$ cat src/logic/lair_pkg.sv
// Constants and types of the light autorange and interrupt reporting block.
// Assumes a 100 MHz aclk and a 32-bit AXI4-Lite register bus.
`default_nettype none

package lair_pkg;

	// ------------------------------------------------------------------
	// Clock and timing
	// ------------------------------------------------------------------
	localparam int unsigned CLK_MHZ            = 100;
	localparam int unsigned ASSESS_TIME_MS     = 10;
	localparam int unsigned SHORT_TIME_MS      = 100;
	localparam int unsigned LONG_TIME_MS       = 800;
	localparam int unsigned ASSESS_CYCLES      = ASSESS_TIME_MS * CLK_MHZ * 1000;
	localparam int unsigned SHORT_CYCLES       = SHORT_TIME_MS * CLK_MHZ * 1000;
	localparam int unsigned LONG_CYCLES        = LONG_TIME_MS * CLK_MHZ * 1000;

	// ------------------------------------------------------------------
	// Register byte addresses
	// ------------------------------------------------------------------
	localparam logic [3:0] ADDR_RESULT         = 4'h0;
	localparam logic [3:0] ADDR_CONFIG         = 4'h4;
	localparam logic [3:0] ADDR_LOW_LIMIT      = 4'h8;
	localparam logic [3:0] ADDR_HIGH_LIMIT     = 4'hC;

	// ------------------------------------------------------------------
	// Configuration register fields
	// ------------------------------------------------------------------
	localparam int CFG_RANGE_LSB               = 12;
	localparam int CFG_PERIOD_BIT              = 11;
	localparam int CFG_OPSTATE_LSB             = 9;
	localparam int CFG_READY_BIT               = 7;
	localparam int CFG_FLAG_HIGH_BIT           = 6;
	localparam int CFG_FLAG_LOW_BIT            = 5;
	localparam int CFG_WINDOW_BIT              = 4;
	localparam int CFG_SENSE_BIT               = 3;
	localparam int CFG_FAULT_LSB               = 0;
	localparam int LOW_TOP_LSB                 = 14;

	// ------------------------------------------------------------------
	// Field codes and reset values
	// ------------------------------------------------------------------
	localparam logic [3:0]  RANGE_AUTO         = 4'hC;
	localparam logic [3:0]  RANGE_MAX          = 4'hB;
	localparam logic [3:0]  RANGE_MIN          = 4'h0;
	localparam logic [1:0]  OPSTATE_SHUTDOWN   = 2'h0;
	localparam logic [1:0]  OPSTATE_SINGLE     = 2'h1;
	localparam logic [1:0]  EOC_TOP_BITS       = 2'h3;
	localparam logic [3:0]  RESET_RANGE        = 4'hC;
	localparam logic [1:0]  RESET_OPSTATE      = 2'h0;
	localparam logic        RESET_WINDOW       = 1'h1;
	localparam logic [15:0] RESET_LOW_LIMIT    = 16'h0000;
	localparam logic [15:0] RESET_HIGH_LIMIT   = 16'hBFFF;

	// ------------------------------------------------------------------
	// Autorange thresholds on the 12-bit fraction of full scale
	// ------------------------------------------------------------------
	localparam logic [11:0] RAISE_LEVEL        = 12'hE00;
	localparam logic [11:0] LOWER1_LEVEL       = 12'h300;
	localparam logic [11:0] LOWER2_LEVEL       = 12'h100;
	localparam logic [11:0] OVERFLOW_VALUE     = 12'hFFF;

	// ------------------------------------------------------------------
	// Bus answers
	// ------------------------------------------------------------------
	localparam logic [1:0] RESP_OKAY           = 2'h0;
	localparam logic [1:0] RESP_SLVERR         = 2'h2;

	typedef enum logic [2:0] {
		LAIR_IDLE    = 3'b001,
		LAIR_ASSESS  = 3'b010,
		LAIR_CONVERT = 3'b100
	} lair_meas_type;

endpackage

`default_nettype wire

$ cat src/logic/lair_top.sv
// Light sensor control: autorange sequencing, threshold comparison and
// interrupt reporting, with an AXI4-Lite register slave.
// Assumes a front end that presents a level value and an overflow level
// asynchronous to aclk, and an alert-response strobe on aclk.
//
// Register access over AXI4-Lite and the address map were chosen for this implementation.
`timescale 1ns/1ps
`default_nettype none

// Behaviour
// - Range code 1100b selects automatic full-scale range mode.
// - Auto mode starts with a 10 ms assessment, then picks the range; selected mid-conversion, it adjusts from the current range instead.
// - Result near low side lowers range by one or two settings.
// - Result near upper side raises range by exactly one setting.
// - Overflow in auto mode aborts measurement unreported, reassesses 10 ms, then remeasures.
// - Abort and reassessment may lengthen a measurement past its period.
// - Configuration bit 4 set selects latched window, clear selects hysteresis.
// - Low limit top bits 11b enable end-of-conversion reporting in both modes.
// - Window mode counts faults above high or below low limit.
// - Window fault latches its flag until configuration read, its interrupt until read or alert response.
// - Window mode alert response clears interrupt, keeps flags and ready.
// - Every conversion sets ready; unmet criterion keeps flags, and keeps interrupt unless in EOC mode.
// - Non-shutdown write clears ready, and interrupt in hysteresis EOC mode; leaving window mode clears interrupt.
// - Hysteresis high fault run: interrupt active, flag high set, low cleared.
// - Hysteresis low fault run: interrupt inactive, flag low set, high cleared.
// - Hysteresis mode: register accesses never alter flags; in EOC mode config reads and non-shutdown writes clear interrupt.
// - Hysteresis mode ignores and never answers the alert response.
// - A configuration read clears ready right after it, unless a conversion completes in the same cycle.
// - Pin pulled low when active with sense 0 or inactive with sense 1.
// - End-of-conversion mode activates interrupt on every completion.
// - Fault count sets consecutive same-kind results needed for a change.
module lair_top
	import lair_pkg::*;
#(
	parameter int unsigned ASSESS_COUNT = ASSESS_CYCLES,
	parameter int unsigned SHORT_COUNT  = SHORT_CYCLES,
	parameter int unsigned LONG_COUNT   = LONG_CYCLES
) (
	// Clock and reset
	input  wire logic        aclk,
	input  wire logic        aresetn,
	// AXI4-Lite write address
	input  wire logic        s_axi_awvalid,
	output logic             s_axi_awready,
	input  wire logic [31:0] s_axi_awaddr,
	input  wire logic [2:0]  s_axi_awprot,
	// AXI4-Lite write data
	input  wire logic        s_axi_wvalid,
	output logic             s_axi_wready,
	input  wire logic [31:0] s_axi_wdata,
	input  wire logic [3:0]  s_axi_wstrb,
	// AXI4-Lite write response
	output logic             s_axi_bvalid,
	input  wire logic        s_axi_bready,
	output logic [1:0]       s_axi_bresp,
	// AXI4-Lite read address
	input  wire logic        s_axi_arvalid,
	output logic             s_axi_arready,
	input  wire logic [31:0] s_axi_araddr,
	input  wire logic [2:0]  s_axi_arprot,
	// AXI4-Lite read data
	output logic             s_axi_rvalid,
	input  wire logic        s_axi_rready,
	output logic [31:0]      s_axi_rdata,
	output logic [1:0]       s_axi_rresp,
	// Front end
	input  wire logic [11:0] fe_value,
	input  wire logic        fe_overflow,
	output logic [3:0]       fe_range,
	output logic             fe_run,
	output logic             fe_assess,
	// Alert response from the serial engine
	input  wire logic        alert_request,
	output logic             alert_answer,
	// Open-drain interrupt pin
	output logic             irq_pin_out,
	output logic             irq_pin_oe_n
);

	typedef struct packed {
		logic          awready;
		logic          aw_have;
		logic [3:0]    aw_addr;
		logic          wready;
		logic          w_have;
		logic [15:0]   w_data;
		logic [1:0]    w_strb;
		logic          bvalid;
		logic [1:0]    bresp;
		logic          arready;
		logic          rvalid;
		logic [31:0]   rdata;
		logic [1:0]    rresp;
		logic [3:0]    range_code;
		logic          integration_period;
		logic [1:0]    op_state;
		logic          window_or_hysteresis;
		logic          irq_output_sense;
		logic [1:0]    fault_count;
		logic [15:0]   low_limit;
		logic [15:0]   high_limit;
		logic [15:0]   result;
		logic          conv_ready;
		logic          flag_high;
		logic          flag_low;
		logic          irq_active;
		logic [3:0]    fault_run;
		logic          fault_run_high;
		lair_meas_type meas;
		logic          run;
		logic [31:0]   timer;
		logic [3:0]    range;
		logic          need_assess;
		logic [11:0]   value_meta;
		logic [11:0]   value_sync;
		logic          ovf_meta;
		logic          ovf_sync;
		logic          alert_answer;
		logic          pin_out;
		logic          pin_oe_n;
	} lair_state_type;

	lair_state_type r;
	lair_state_type next_r;

	// ------------------------------------------------------------------
	// Helpers
	// ------------------------------------------------------------------
	// Consecutive faults needed for each fault count code.
	function automatic logic [3:0] fault_need(input logic [1:0] code);
		unique case (code)
			2'h0: fault_need = 4'h1;
			2'h1: fault_need = 4'h2;
			2'h2: fault_need = 4'h4;
			2'h3: fault_need = 4'h8;
		endcase
	endfunction

	// Range picked from an assessment taken at the top range.
	function automatic logic [3:0] assess_pick(input logic [11:0] v);
		logic [3:0] pick;
		pick = RANGE_MIN;
		for (int i = 0; i < 11; i++) begin
			if (v[i]) begin
				pick = 4'(i + 1);
			end
		end
		if (v[11]) begin
			pick = RANGE_MAX;
		end
		assess_pick = pick;
	endfunction

	function automatic logic [15:0] merge16(input logic [15:0] old,
			input logic [15:0] data, input logic [1:0] strb);
		merge16 = {strb[1] ? data[15:8] : old[15:8],
			strb[0] ? data[7:0] : old[7:0]};
	endfunction

	// ------------------------------------------------------------------
	// Next state
	// ------------------------------------------------------------------
	always_comb begin
		logic [15:0] cfg_word;
		logic [15:0] wr_cfg;
		logic        cfg_read;
		logic        done;
		logic        hit_high;
		logic        hit_low;
		logic        met;
		logic        latched;
		logic        eoc;
		logic        auto;
		logic [3:0]  fixed_range;
		logic [31:0] period;
		logic [4:0]  adj;
		next_r = r;
		cfg_word = {r.range_code, r.integration_period, r.op_state, 1'b0,
			r.conv_ready, r.flag_high, r.flag_low, r.window_or_hysteresis,
			r.irq_output_sense, 1'b0, r.fault_count};
		wr_cfg = 16'h0000;
		cfg_read = 1'b0;
		done = 1'b0;
		hit_high = 1'b0;
		hit_low = 1'b0;
		met = 1'b0;
		latched = r.window_or_hysteresis;
		eoc = (r.low_limit[LOW_TOP_LSB +: 2] == EOC_TOP_BITS);
		auto = (r.range_code == RANGE_AUTO);
		fixed_range = (r.range_code > RANGE_MAX) ? RANGE_MAX : r.range_code;
		period = r.integration_period ? LONG_COUNT : SHORT_COUNT;
		adj = 5'h00;
		next_r.alert_answer = 1'b0;

		// Front-end levels pass two flip-flops.
		next_r.value_meta = fe_value;
		next_r.value_sync = r.value_meta;
		next_r.ovf_meta = fe_overflow;
		next_r.ovf_sync = r.ovf_meta;

		// --------------------------------------------------------------
		// Write channel
		// --------------------------------------------------------------
		if (r.bvalid && s_axi_bready) begin
			next_r.bvalid = 1'b0;
		end
		if (s_axi_awvalid && r.awready) begin
			next_r.aw_have = 1'b1;
			next_r.aw_addr = s_axi_awaddr[3:0];
		end
		if (s_axi_wvalid && r.wready) begin
			next_r.w_have = 1'b1;
			next_r.w_data = s_axi_wdata[15:0];
			next_r.w_strb = s_axi_wstrb[1:0];
		end
		if (next_r.aw_have && next_r.w_have && !next_r.bvalid) begin
			next_r.aw_have = 1'b0;
			next_r.w_have = 1'b0;
			next_r.bvalid = 1'b1;
			next_r.bresp = RESP_OKAY;
			unique case (next_r.aw_addr)
				ADDR_RESULT: begin
				end
				ADDR_CONFIG: begin
					wr_cfg = merge16(cfg_word, next_r.w_data, next_r.w_strb);
					next_r.range_code = wr_cfg[CFG_RANGE_LSB +: 4];
					next_r.integration_period = wr_cfg[CFG_PERIOD_BIT];
					next_r.op_state = wr_cfg[CFG_OPSTATE_LSB +: 2];
					next_r.window_or_hysteresis = wr_cfg[CFG_WINDOW_BIT];
					next_r.irq_output_sense = wr_cfg[CFG_SENSE_BIT];
					next_r.fault_count = wr_cfg[CFG_FAULT_LSB +: 2];
					if (wr_cfg[CFG_RANGE_LSB +: 4] == RANGE_AUTO
							&& (!auto || r.op_state == OPSTATE_SHUTDOWN)) begin
						next_r.need_assess = 1'b1;
					end
					if (wr_cfg[CFG_OPSTATE_LSB +: 2] != OPSTATE_SHUTDOWN) begin
						next_r.conv_ready = 1'b0;
						if (eoc && !latched) begin
							next_r.irq_active = 1'b0;
						end
					end
					if (latched && !wr_cfg[CFG_WINDOW_BIT]) begin
						next_r.irq_active = 1'b0;
					end
				end
				ADDR_LOW_LIMIT: begin
					next_r.low_limit = merge16(r.low_limit, next_r.w_data,
						next_r.w_strb);
				end
				ADDR_HIGH_LIMIT: begin
					next_r.high_limit = merge16(r.high_limit, next_r.w_data,
						next_r.w_strb);
				end
				default: begin
					next_r.bresp = RESP_SLVERR;
				end
			endcase
		end
		next_r.awready = !next_r.aw_have && !next_r.bvalid;
		next_r.wready = !next_r.w_have && !next_r.bvalid;

		// --------------------------------------------------------------
		// Read channel
		// --------------------------------------------------------------
		if (r.rvalid && s_axi_rready) begin
			next_r.rvalid = 1'b0;
		end
		if (s_axi_arvalid && r.arready) begin
			next_r.rvalid = 1'b1;
			next_r.rresp = RESP_OKAY;
			next_r.rdata = 32'h0000_0000;
			unique case (s_axi_araddr[3:0])
				ADDR_RESULT: next_r.rdata[15:0] = r.result;
				ADDR_CONFIG: begin
					next_r.rdata[15:0] = cfg_word;
					cfg_read = 1'b1;
				end
				ADDR_LOW_LIMIT: next_r.rdata[15:0] = r.low_limit;
				ADDR_HIGH_LIMIT: next_r.rdata[15:0] = r.high_limit;
				default: next_r.rresp = RESP_SLVERR;
			endcase
		end
		next_r.arready = !next_r.rvalid;

		if (cfg_read) begin
			next_r.conv_ready = 1'b0;
			if (latched) begin
				next_r.flag_high = 1'b0;
				next_r.flag_low = 1'b0;
				next_r.irq_active = 1'b0;
			end else if (eoc) begin
				next_r.irq_active = 1'b0;
			end
		end

		// Alert answered only in latched mode.
		if (alert_request && latched) begin
			next_r.irq_active = 1'b0;
			next_r.alert_answer = 1'b1;
		end

		// --------------------------------------------------------------
		// Measurement sequencing
		// --------------------------------------------------------------
		next_r.timer = r.timer + 32'h1;
		unique case (r.meas)
			LAIR_IDLE: begin
				next_r.timer = 32'h0;
				if (r.op_state != OPSTATE_SHUTDOWN) begin
					if (auto && r.need_assess) begin
						next_r.meas = LAIR_ASSESS;
						next_r.range = RANGE_MAX;
					end else begin
						next_r.meas = LAIR_CONVERT;
						next_r.range = auto ? r.range : fixed_range;
					end
				end
			end
			LAIR_ASSESS: begin
				if (r.op_state == OPSTATE_SHUTDOWN) begin
					next_r.meas = LAIR_IDLE;
				end else if (r.timer + 32'h1 >= ASSESS_COUNT) begin
					next_r.meas = LAIR_CONVERT;
					next_r.timer = 32'h0;
					next_r.need_assess = 1'b0;
					next_r.range = r.ovf_sync ? RANGE_MAX
						: assess_pick(r.value_sync);
				end
			end
			LAIR_CONVERT: begin
				if (r.op_state == OPSTATE_SHUTDOWN) begin
					next_r.meas = LAIR_IDLE;
				end else if (auto && r.ovf_sync) begin
					// Abort unreported; completion slips past the period.
					next_r.meas = LAIR_ASSESS;
					next_r.range = RANGE_MAX;
					next_r.timer = 32'h0;
				end else if (r.timer + 32'h1 >= period) begin
					done = 1'b1;
					next_r.timer = 32'h0;
					next_r.result = {r.range, r.ovf_sync ? OVERFLOW_VALUE
						: r.value_sync};
					if (auto) begin
						adj = {1'b0, r.range};
						if (r.value_sync >= RAISE_LEVEL) begin
							if (r.range < RANGE_MAX) begin
								adj = adj + 5'h01;
							end
						end else if (r.value_sync < LOWER2_LEVEL) begin
							adj = (r.range > 4'h1) ? adj - 5'h02
								: 5'h00;
						end else if (r.value_sync < LOWER1_LEVEL) begin
							adj = (r.range > RANGE_MIN) ? adj - 5'h01
								: 5'h00;
						end
						next_r.range = adj[3:0];
					end else begin
						next_r.range = fixed_range;
					end
					if (r.op_state == OPSTATE_SINGLE) begin
						next_r.op_state = OPSTATE_SHUTDOWN;
						next_r.meas = LAIR_IDLE;
					end
				end
			end
			default: begin
				next_r.meas = LAIR_IDLE;
			end
		endcase
		next_r.run = (next_r.meas != LAIR_IDLE);

		// --------------------------------------------------------------
		// Comparison and reporting; a completion wins over any clear.
		// --------------------------------------------------------------
		if (done) begin
			hit_high = next_r.result > r.high_limit;
			hit_low = next_r.result < r.low_limit;
			if (!hit_high && !hit_low) begin
				next_r.fault_run = 4'h0;
			end else if (r.fault_run != 4'h0
					&& r.fault_run_high == hit_high) begin
				if (r.fault_run < fault_need(r.fault_count)) begin
					next_r.fault_run = r.fault_run + 4'h1;
				end
			end else begin
				next_r.fault_run = 4'h1;
				next_r.fault_run_high = hit_high;
			end
			met = (hit_high || hit_low)
				&& next_r.fault_run >= fault_need(r.fault_count);
			next_r.conv_ready = 1'b1;
			if (met && latched) begin
				next_r.flag_high = r.flag_high | hit_high;
				next_r.flag_low = r.flag_low | hit_low;
				next_r.irq_active = 1'b1;
			end else if (met) begin
				next_r.flag_high = hit_high;
				next_r.flag_low = hit_low;
				next_r.irq_active = hit_high;
			end
			if (eoc) begin
				next_r.irq_active = 1'b1;
			end
		end

		// Open-drain pin: pulled low per activity and sense.
		next_r.pin_out = 1'b0;
		next_r.pin_oe_n = !(next_r.irq_active ^ next_r.irq_output_sense);
	end

	// ------------------------------------------------------------------
	// State register
	// ------------------------------------------------------------------
	always_ff @(posedge aclk) begin
		if (!aresetn) begin
			r <= '0;
			r.awready <= 1'b1;
			r.wready <= 1'b1;
			r.arready <= 1'b1;
			r.range_code <= RESET_RANGE;
			r.op_state <= RESET_OPSTATE;
			r.window_or_hysteresis <= RESET_WINDOW;
			r.low_limit <= RESET_LOW_LIMIT;
			r.high_limit <= RESET_HIGH_LIMIT;
			r.meas <= LAIR_IDLE;
			r.range <= RANGE_MAX;
			r.need_assess <= 1'b1;
			r.pin_oe_n <= 1'b1;
		end else begin
			r <= next_r;
		end
	end

	// ------------------------------------------------------------------
	// Outputs
	// ------------------------------------------------------------------
	assign s_axi_awready = r.awready;
	assign s_axi_wready = r.wready;
	assign s_axi_bvalid = r.bvalid;
	assign s_axi_bresp = r.bresp;
	assign s_axi_arready = r.arready;
	assign s_axi_rvalid = r.rvalid;
	assign s_axi_rdata = r.rdata;
	assign s_axi_rresp = r.rresp;
	assign fe_range = r.range;
	assign fe_run = r.run;
	assign fe_assess = r.meas[1];
	assign alert_answer = r.alert_answer;
	assign irq_pin_out = r.pin_out;
	assign irq_pin_oe_n = r.pin_oe_n;

endmodule

`default_nettype wire

$ cat config.mk
export PLATFORM = sky130hd
export DESIGN_NAME = lair_top
export DESIGN_NICKNAME = d
export VERILOG_FILES = /design/src/logic/lair_pkg.sv /design/src/logic/lair_top.sv
export SDC_FILE = /design/constraint.sdc
export NUM_CORES = 1
export LEC_CHECK = 0
export ABC_CLOCK_PERIOD_IN_PS = 21100
export BUFFER_PORTS_ARGS = -buffer_cell sky130_fd_sc_hd__buf_2
export CAP_MARGIN = 15
export CORE_MARGIN = 2
export CORE_UTILIZATION = 40
export CTS_BUF_LIST = sky130_fd_sc_hd__clkbuf_4 sky130_fd_sc_hd__clkbuf_8
export DETAILED_ROUTE_END_ITERATION = 16
export HOLD_SLACK_MARGIN = 0.1
export SLEW_MARGIN = 20
export SYNTH_ARGS = -nofsm -noshare
export SYNTH_HDL_FRONTEND = slang
export SYNTH_SLANG_ARGS = --single-unit
$ cat constraint.sdc
create_clock -name aclk -period 21.1 [get_ports aclk]
set_clock_uncertainty 0.05 [all_clocks]
set_input_delay 1.055 -clock aclk [delete_from_list [all_inputs] [get_ports aclk]]
set_output_delay 1.055 -clock aclk [all_outputs]
set_load 0.005 [all_outputs]
# Word-level counts from Yosys, hierarchy flattened
# Index checks and enable logic that the tools add are counted.
[op_classes]
add_sub_neg = 5
magnitude_cmp = 13
eq_ne = 26
muxes = 110
bitwise_logic = 5
reduce_logical = 55
[ops]
columns = ["cell", "n"]
rows = [
  ["$mux W4", 32],
  ["$mux W36", 3],
  ["$pmux W36 S3", 1],
  ["$mux W16", 6],
  ["$mux W37", 2],
  ["$pmux W16 S4", 1],
  ["$mux W8", 5],
  ["$mux W38", 1],
  ["$mux W35", 1],
  ["$mux W3", 11],
  ["$add A32 B1 Y32 const B", 1],
  ["$ge A32 B20 Y1 const B", 1],
  ["$ge A32 B27 Y1", 1],
  ["$mux W1", 30],
  ["$mux W27", 1],
  ["$eq A4 B4 Y1 const B", 6],
  ["$reduce_and A3 Y1", 8],
  ["$logic_and A1 B1 Y1", 19],
  ["$mux W19", 1],
  ["$gt A16 B16 Y1", 1],
  ["$lt A16 B16 Y1", 1],
  ["$mux W2", 8],
  ["$pmux W4 S4", 1],
  ["$ge A12 B12 Y1 const B", 1],
  ["40 further kinds", 71],
]
[word_totals]
ff_bits = 187
input_bits = 127
output_inout_bits = 50
word_cells = 256

# Depth between registers and ports, before layout
[logic_depth]
depth_word = 25
depth_mapped = 37
ltp_nobuf = 34

# Least setup slack after synthesis
# OpenSTA, ideal clock, no wires.
[synth_path]
path_type = "flip-flop to flip-flop"
startpoint = "register r[34] in the netlist's numbering"
endpoint = "register r, in the netlist irq_pin_oe_n"
setup_ns = 0.072
arrival_time_ns = 6.845
required_ns = 20.978
setup_slack_ns = 14.134
path_stages_with_launch = 36
n_path_buf = 3
period_less_slack_ns = 6.966
cell_sequence = "dfxtp_1 ha_1 buf_2 nand4_1 or4_1 nor3_1 xor2_1 ha_1 o211ai_1 nor3b_1 o21ai_2 a21o_1 nand2_1 nand2_1 clkbuf_1 o22a_1 ha_1 nor2b_1 o21a_1 o21ai_0 nand2b_1 a2111oi_0 o31ai_1 clkbuf_1 xnor2_1 nand3_1 or2_2 nor2_1 ha_1 a21o_1 a21o_1 a21o_1 nand2_1 a2111oi_2 o221ai_1 mux2i_1"
[synth_lines]
columns = ["element", "line_no", "text"]
rows = [
  ["start: declaration", "lair_top.sv:123", "lair_state_type r;"],
  ["start signal: assignment", "lair_top.sv:430", "r <= next_r;"],
]

==> impl_metrics.xml <==
<?xml version="1.0" encoding="UTF-8"?>
<metrics>
  <group name="run_status">
    <metric name="status" unit="">complete, no violations</metric>
  </group>
  <group name="logic_synthesis">
    <metric name="syn-mean-instance-area" unit="µm²">8.370</metric>
    <metric name="ys_ff_latch" unit="">184</metric>
    <metric name="netlist-cell-type-count" unit="">79</metric>
    <metric name="synth_compound_gate_area_share" unit="%">19.05</metric>
    <metric name="synthesis.area" unit="µm²">10070</metric>
    <metric name="yosysWarningCount" unit="">0</metric>
    <metric name="synth-adder-area-share" unit="%">6.958</metric>
    <metric name="synth_sequential_area_ratio" unit="%">36.58</metric>
    <metric name="most_area_hungry_cell_type_in_the_yosys_netlist" unit="">dfxtp_1</metric>
    <metric name="synth.area.mux_share" unit="%">2.833</metric>
    <metric name="async_flop_share" unit="%">0</metric>
    <metric name="synth_top_family_by_area" unit="">simple AND/OR/NAND/NOR gates</metric>
    <metric name="yosys_most_used_dff" unit="">dfxtp_1</metric>
    <metric name="synthesis.instances" unit="">1203</metric>
    <metric name="post_synth_main_area_contributors" unit="">dfxtp_1 37%, ha_1 7.0%, nor2_1 5.0%, nand2_1 3.7%, and2_1 3.5%</metric>
    <metric name="synth_edf_count" unit="">0</metric>
    <metric name="synth-simple-area-share" unit="%">23.79</metric>
    <metric name="synth_top_area_share" unit="%">36.58</metric>
    <metric name="synth_xor_area_share" unit="%">3.392</metric>
  </group>
  <group name="clock_tree">
    <metric name="post-cts-setup-buffers" unit="">0</metric>
    <metric name="cts_inserted_buffers" unit="">17</metric>
    <metric name="tritoncts" unit="">built</metric>
    <metric name="clock_tree.buffer_depth" unit="">2</metric>
    <metric name="clockRootBuffer" unit="">clkbuf_8</metric>
    <metric name="post_cts_resized" unit="">0</metric>
    <metric name="later_pin_clock_latency_in_the_skew_report" unit="ns">0.49</metric>
    <metric name="cts_num_sinks" unit="">184</metric>
    <metric name="path_clk_slew" unit="ns">0.13</metric>
    <metric name="post_cts_hold_buffer_count" unit="">0</metric>
    <metric name="htreeDepth" unit="">4</metric>
  </group>
  <group name="power">
    <metric name="finalPower" unit="mW">0.7014</metric>
    <metric name="power-per-cell-area" unit="nW/µm²">64.25</metric>
    <metric name="power.leakage" unit="nW">4.346</metric>
    <metric name="vdd_drop_max" unit="mV">0.04366</metric>
  </group>
  <group name="finish">
    <metric name="ant_diodes" unit="">0</metric>
    <metric name="final_core_utilization" unit="%">43.73</metric>
    <metric name="layout_commonest_cell" unit="">dfxtp_1</metric>
    <metric name="syn2layout_area_growth" unit="%">8.412</metric>
    <metric name="final_cell_area" unit="µm²">10920</metric>
    <metric name="post_layout_nonfiller_instances" unit="">1573</metric>
    <metric name="fillers" unit="">2550</metric>
    <metric name="drive_above_1_share" unit="%">14.00</metric>
    <metric name="most-common-layout-cells" unit="">184 x dfxtp_1, 134 x nor2_1, 99 x nand2_1, 77 x buf_2, 66 x a21oi_1</metric>
    <metric name="finalNetCount" unit="">1413</metric>
  </group>
  <group name="sta">
    <metric name="final.hold.worst_slack" unit="ns">0.3776</metric>
    <metric name="grt_setup_unrepaired" unit="">no</metric>
    <metric name="setup-tns-final" unit="ns">0</metric>
    <metric name="period_needed" unit="ns">8.272</metric>
    <metric name="worstMarginPinSlew" unit="ns">1.003</metric>
    <metric name="hold_violations" unit="">0</metric>
    <metric name="max_slew_headroom" unit="%">32.88</metric>
    <metric name="fmax" unit="MHz">120.9</metric>
    <metric name="number_of_setup_violations_in_the_final_report" unit="">0</metric>
    <metric name="share_of_the_clock_period_used_by_the_worst_path_after_layout" unit="%">39.20</metric>
    <metric name="timing.final.max_slew_violations" unit="">0</metric>
    <metric name="final_critical_path_setup_slack" unit="ns">12.83</metric>
  </group>
  <group name="floorplanning">
    <metric name="rows" unit="">58</metric>
    <metric name="initial_utilization" unit="%">40.34</metric>
    <metric name="boundaryPins" unit="">177</metric>
    <metric name="dieArea" unit="µm²">26460</metric>
    <metric name="die_w" unit="µm">162.7</metric>
    <metric name="fp.dieH" unit="µm">162.7</metric>
    <metric name="fp.coreArea" unit="µm²">24960</metric>
  </group>
  <group name="worst_setup_path">
    <metric name="sort_of_element_at_the_start_of_the_critical_path" unit="">flip-flop</metric>
    <metric name="timing.critical_path.slowest_stage_cell" unit="">or4_1</metric>
    <metric name="required" unit="ns">21.46</metric>
    <metric name="cp_data_arrival_time" unit="ns">8.63</metric>
    <metric name="worstReg2RegStart" unit="">r[34]</metric>
    <metric name="max_stage_delay" unit="ns">0.66</metric>
    <metric name="critPathCaptureType" unit="">flip-flop</metric>
    <metric name="worst-path-max-fanout" unit="">13</metric>
    <metric name="critical_path.startpoint" unit="">r[34]</metric>
    <metric name="worstSetupPathType" unit="">reg -&gt; reg</metric>
  </group>
  <group name="routing">
    <metric name="dr.pass1.iters" unit="">5</metric>
    <metric name="detail_route.iter0.violations" unit="">514</metric>
    <metric name="detail_route.drc_violations" unit="">0</metric>
    <metric name="ant_nets" unit="">0</metric>
    <metric name="postRouteWirelength" unit="µm">25160</metric>
    <metric name="detailroute.via_count" unit="">8432</metric>
    <metric name="vias_per_cell" unit="">5.360</metric>
    <metric name="post_drt_wl_per_cell" unit="µm">15.99</metric>
  </group>
  <group name="placement">
    <metric name="place_inst" unit="">1541</metric>
    <metric name="port-buffer-count" unit="">77</metric>
    <metric name="place_congestion" unit="">0.8694</metric>
    <metric name="place.detailed.hpwl" unit="µm">18480</metric>
    <metric name="worst_slack_after_detailed_placement" unit="ns">12.97</metric>
    <metric name="post_place_cell_area" unit="µm²">10470</metric>
  </group>
  <group name="global_route">
    <metric name="grtUsageTotal" unit="%">19.34</metric>
    <metric name="grt_first_pass_wirelength" unit="µm">40810</metric>
    <metric name="grt_busiest_layer" unit="">met2</metric>
    <metric name="grt_max_degree" unit="">76</metric>
    <metric name="number_of_antenna_violations_at_the_first_check_in_global_routing" unit="">0</metric>
    <metric name="routing_usage_on_met1" unit="%">26.58</metric>
    <metric name="grt_pass1_vias" unit="">7740</metric>
    <metric name="grtUsageMet3" unit="%">2.852</metric>
    <metric name="met2_use_gr" unit="%">31.18</metric>
    <metric name="global_route.overflow_total" unit="">0</metric>
  </group>
  <group name="job">
    <metric name="maxCapViolations" unit="">0</metric>
  </group>
  <group name="min_path">
    <metric name="holdCritPathClass" unit="">reg -&gt; reg</metric>
    <metric name="holdCritStartpoint" unit="">next_r[6]</metric>
  </group>
</metrics>
-- registers in the layout, indices dropped and copies added (netlist names), 4 cells and up --
| signal | count |
|---|---|
| r | 140 |
| s_axi_rdata | 16 |
| next_r | 13 |
| fe_range | 4 |
-- critical path, delay by kind of cell (launching register included) --
family	cells	cell delay, ns
and+or+nand+nor	12	3.04
AOI/OAI and AO/OA	13	2.69
adders and majority gates	4	1.19
DFF	1	0.45
xor gates and xnor gates	2	0.33
muxes	1	0.25
buffers and inverters	1	0.20
-- layout make-up --
| type | instances | area [µm²] | share of cell area, % |
|---|---|---|---|
| flip-flops and latches | 184 | 3684 | 33.74 |
| well taps | 330 | 412.9 | 3.782 |
| repair buffers | 87 | 460.4 | 4.218 |
| clock buffers | 17 | 234.0 | 2.143 |
| clock inverters | 15 | 210.2 | 1.926 |
| inverters | 49 | 183.9 | 1.685 |
| multi-input cells | 891 | 5732 | 52.50 |
-- worst paths after layout --
path | to | slack, ns | cells past startpoint
min | r[6] | 0.38 | 1
max | irq_pin_oe_n | 12.83 | 33
min reg2reg | r[6] | 0.38 | 1
max reg2reg | irq_pin_oe_n | 12.83 | 33
-- cell families after synthesis --
| group | Yosys count |
|---|---|
| other cells | 1 |
| fa+ha+maj | 56 |
| xor+xnor | 39 |
| flops | 184 |
| mux | 28 |
| buf+inv | 146 |
| simple gates | 470 |
| compound gates | 279 |
-- metal layers --
layer	vias up	share of wire (%)	wire length (µm)
met5	-	0	0
met1	3951	48	12070
met4	0	1.9	488
met3	29	4.0	1004
li1	4238	-	-
met2	214	46	11590
-- report_power, final --
group / internal, mW / switching [mW]
clock: 0.0968 / 0.164
sequential: 0.359 / 0.00689
combinational: 0.0278 / 0.0471
total: 0.483 / 0.218
-- Yosys cell counts (7+ instances only) --
cell,number
o211ai_1,8
mux2i_1,24
a21o_1,14
buf_2,12
nor4_1,10
nor2_1,135
ha_1,56
nor3_1,23
and4_1,7
a211oi_1,29
nand3_1,35
a31oi_1,10
xor2_1,17
a22oi_1,30
clkbuf_1,40
dfxtp_1,184
a21oi_1,66
o21ai_0,53
nand4_1,15
o22a_1,11
buf_4,41
inv_1,49
nand2_1,99
and2_1,56
nor2b_1,11
and3_1,10
nor2_2,23
xnor2_1,22
nand2b_1,11
o21a_1,9
(Power assumes the default switching activity.)
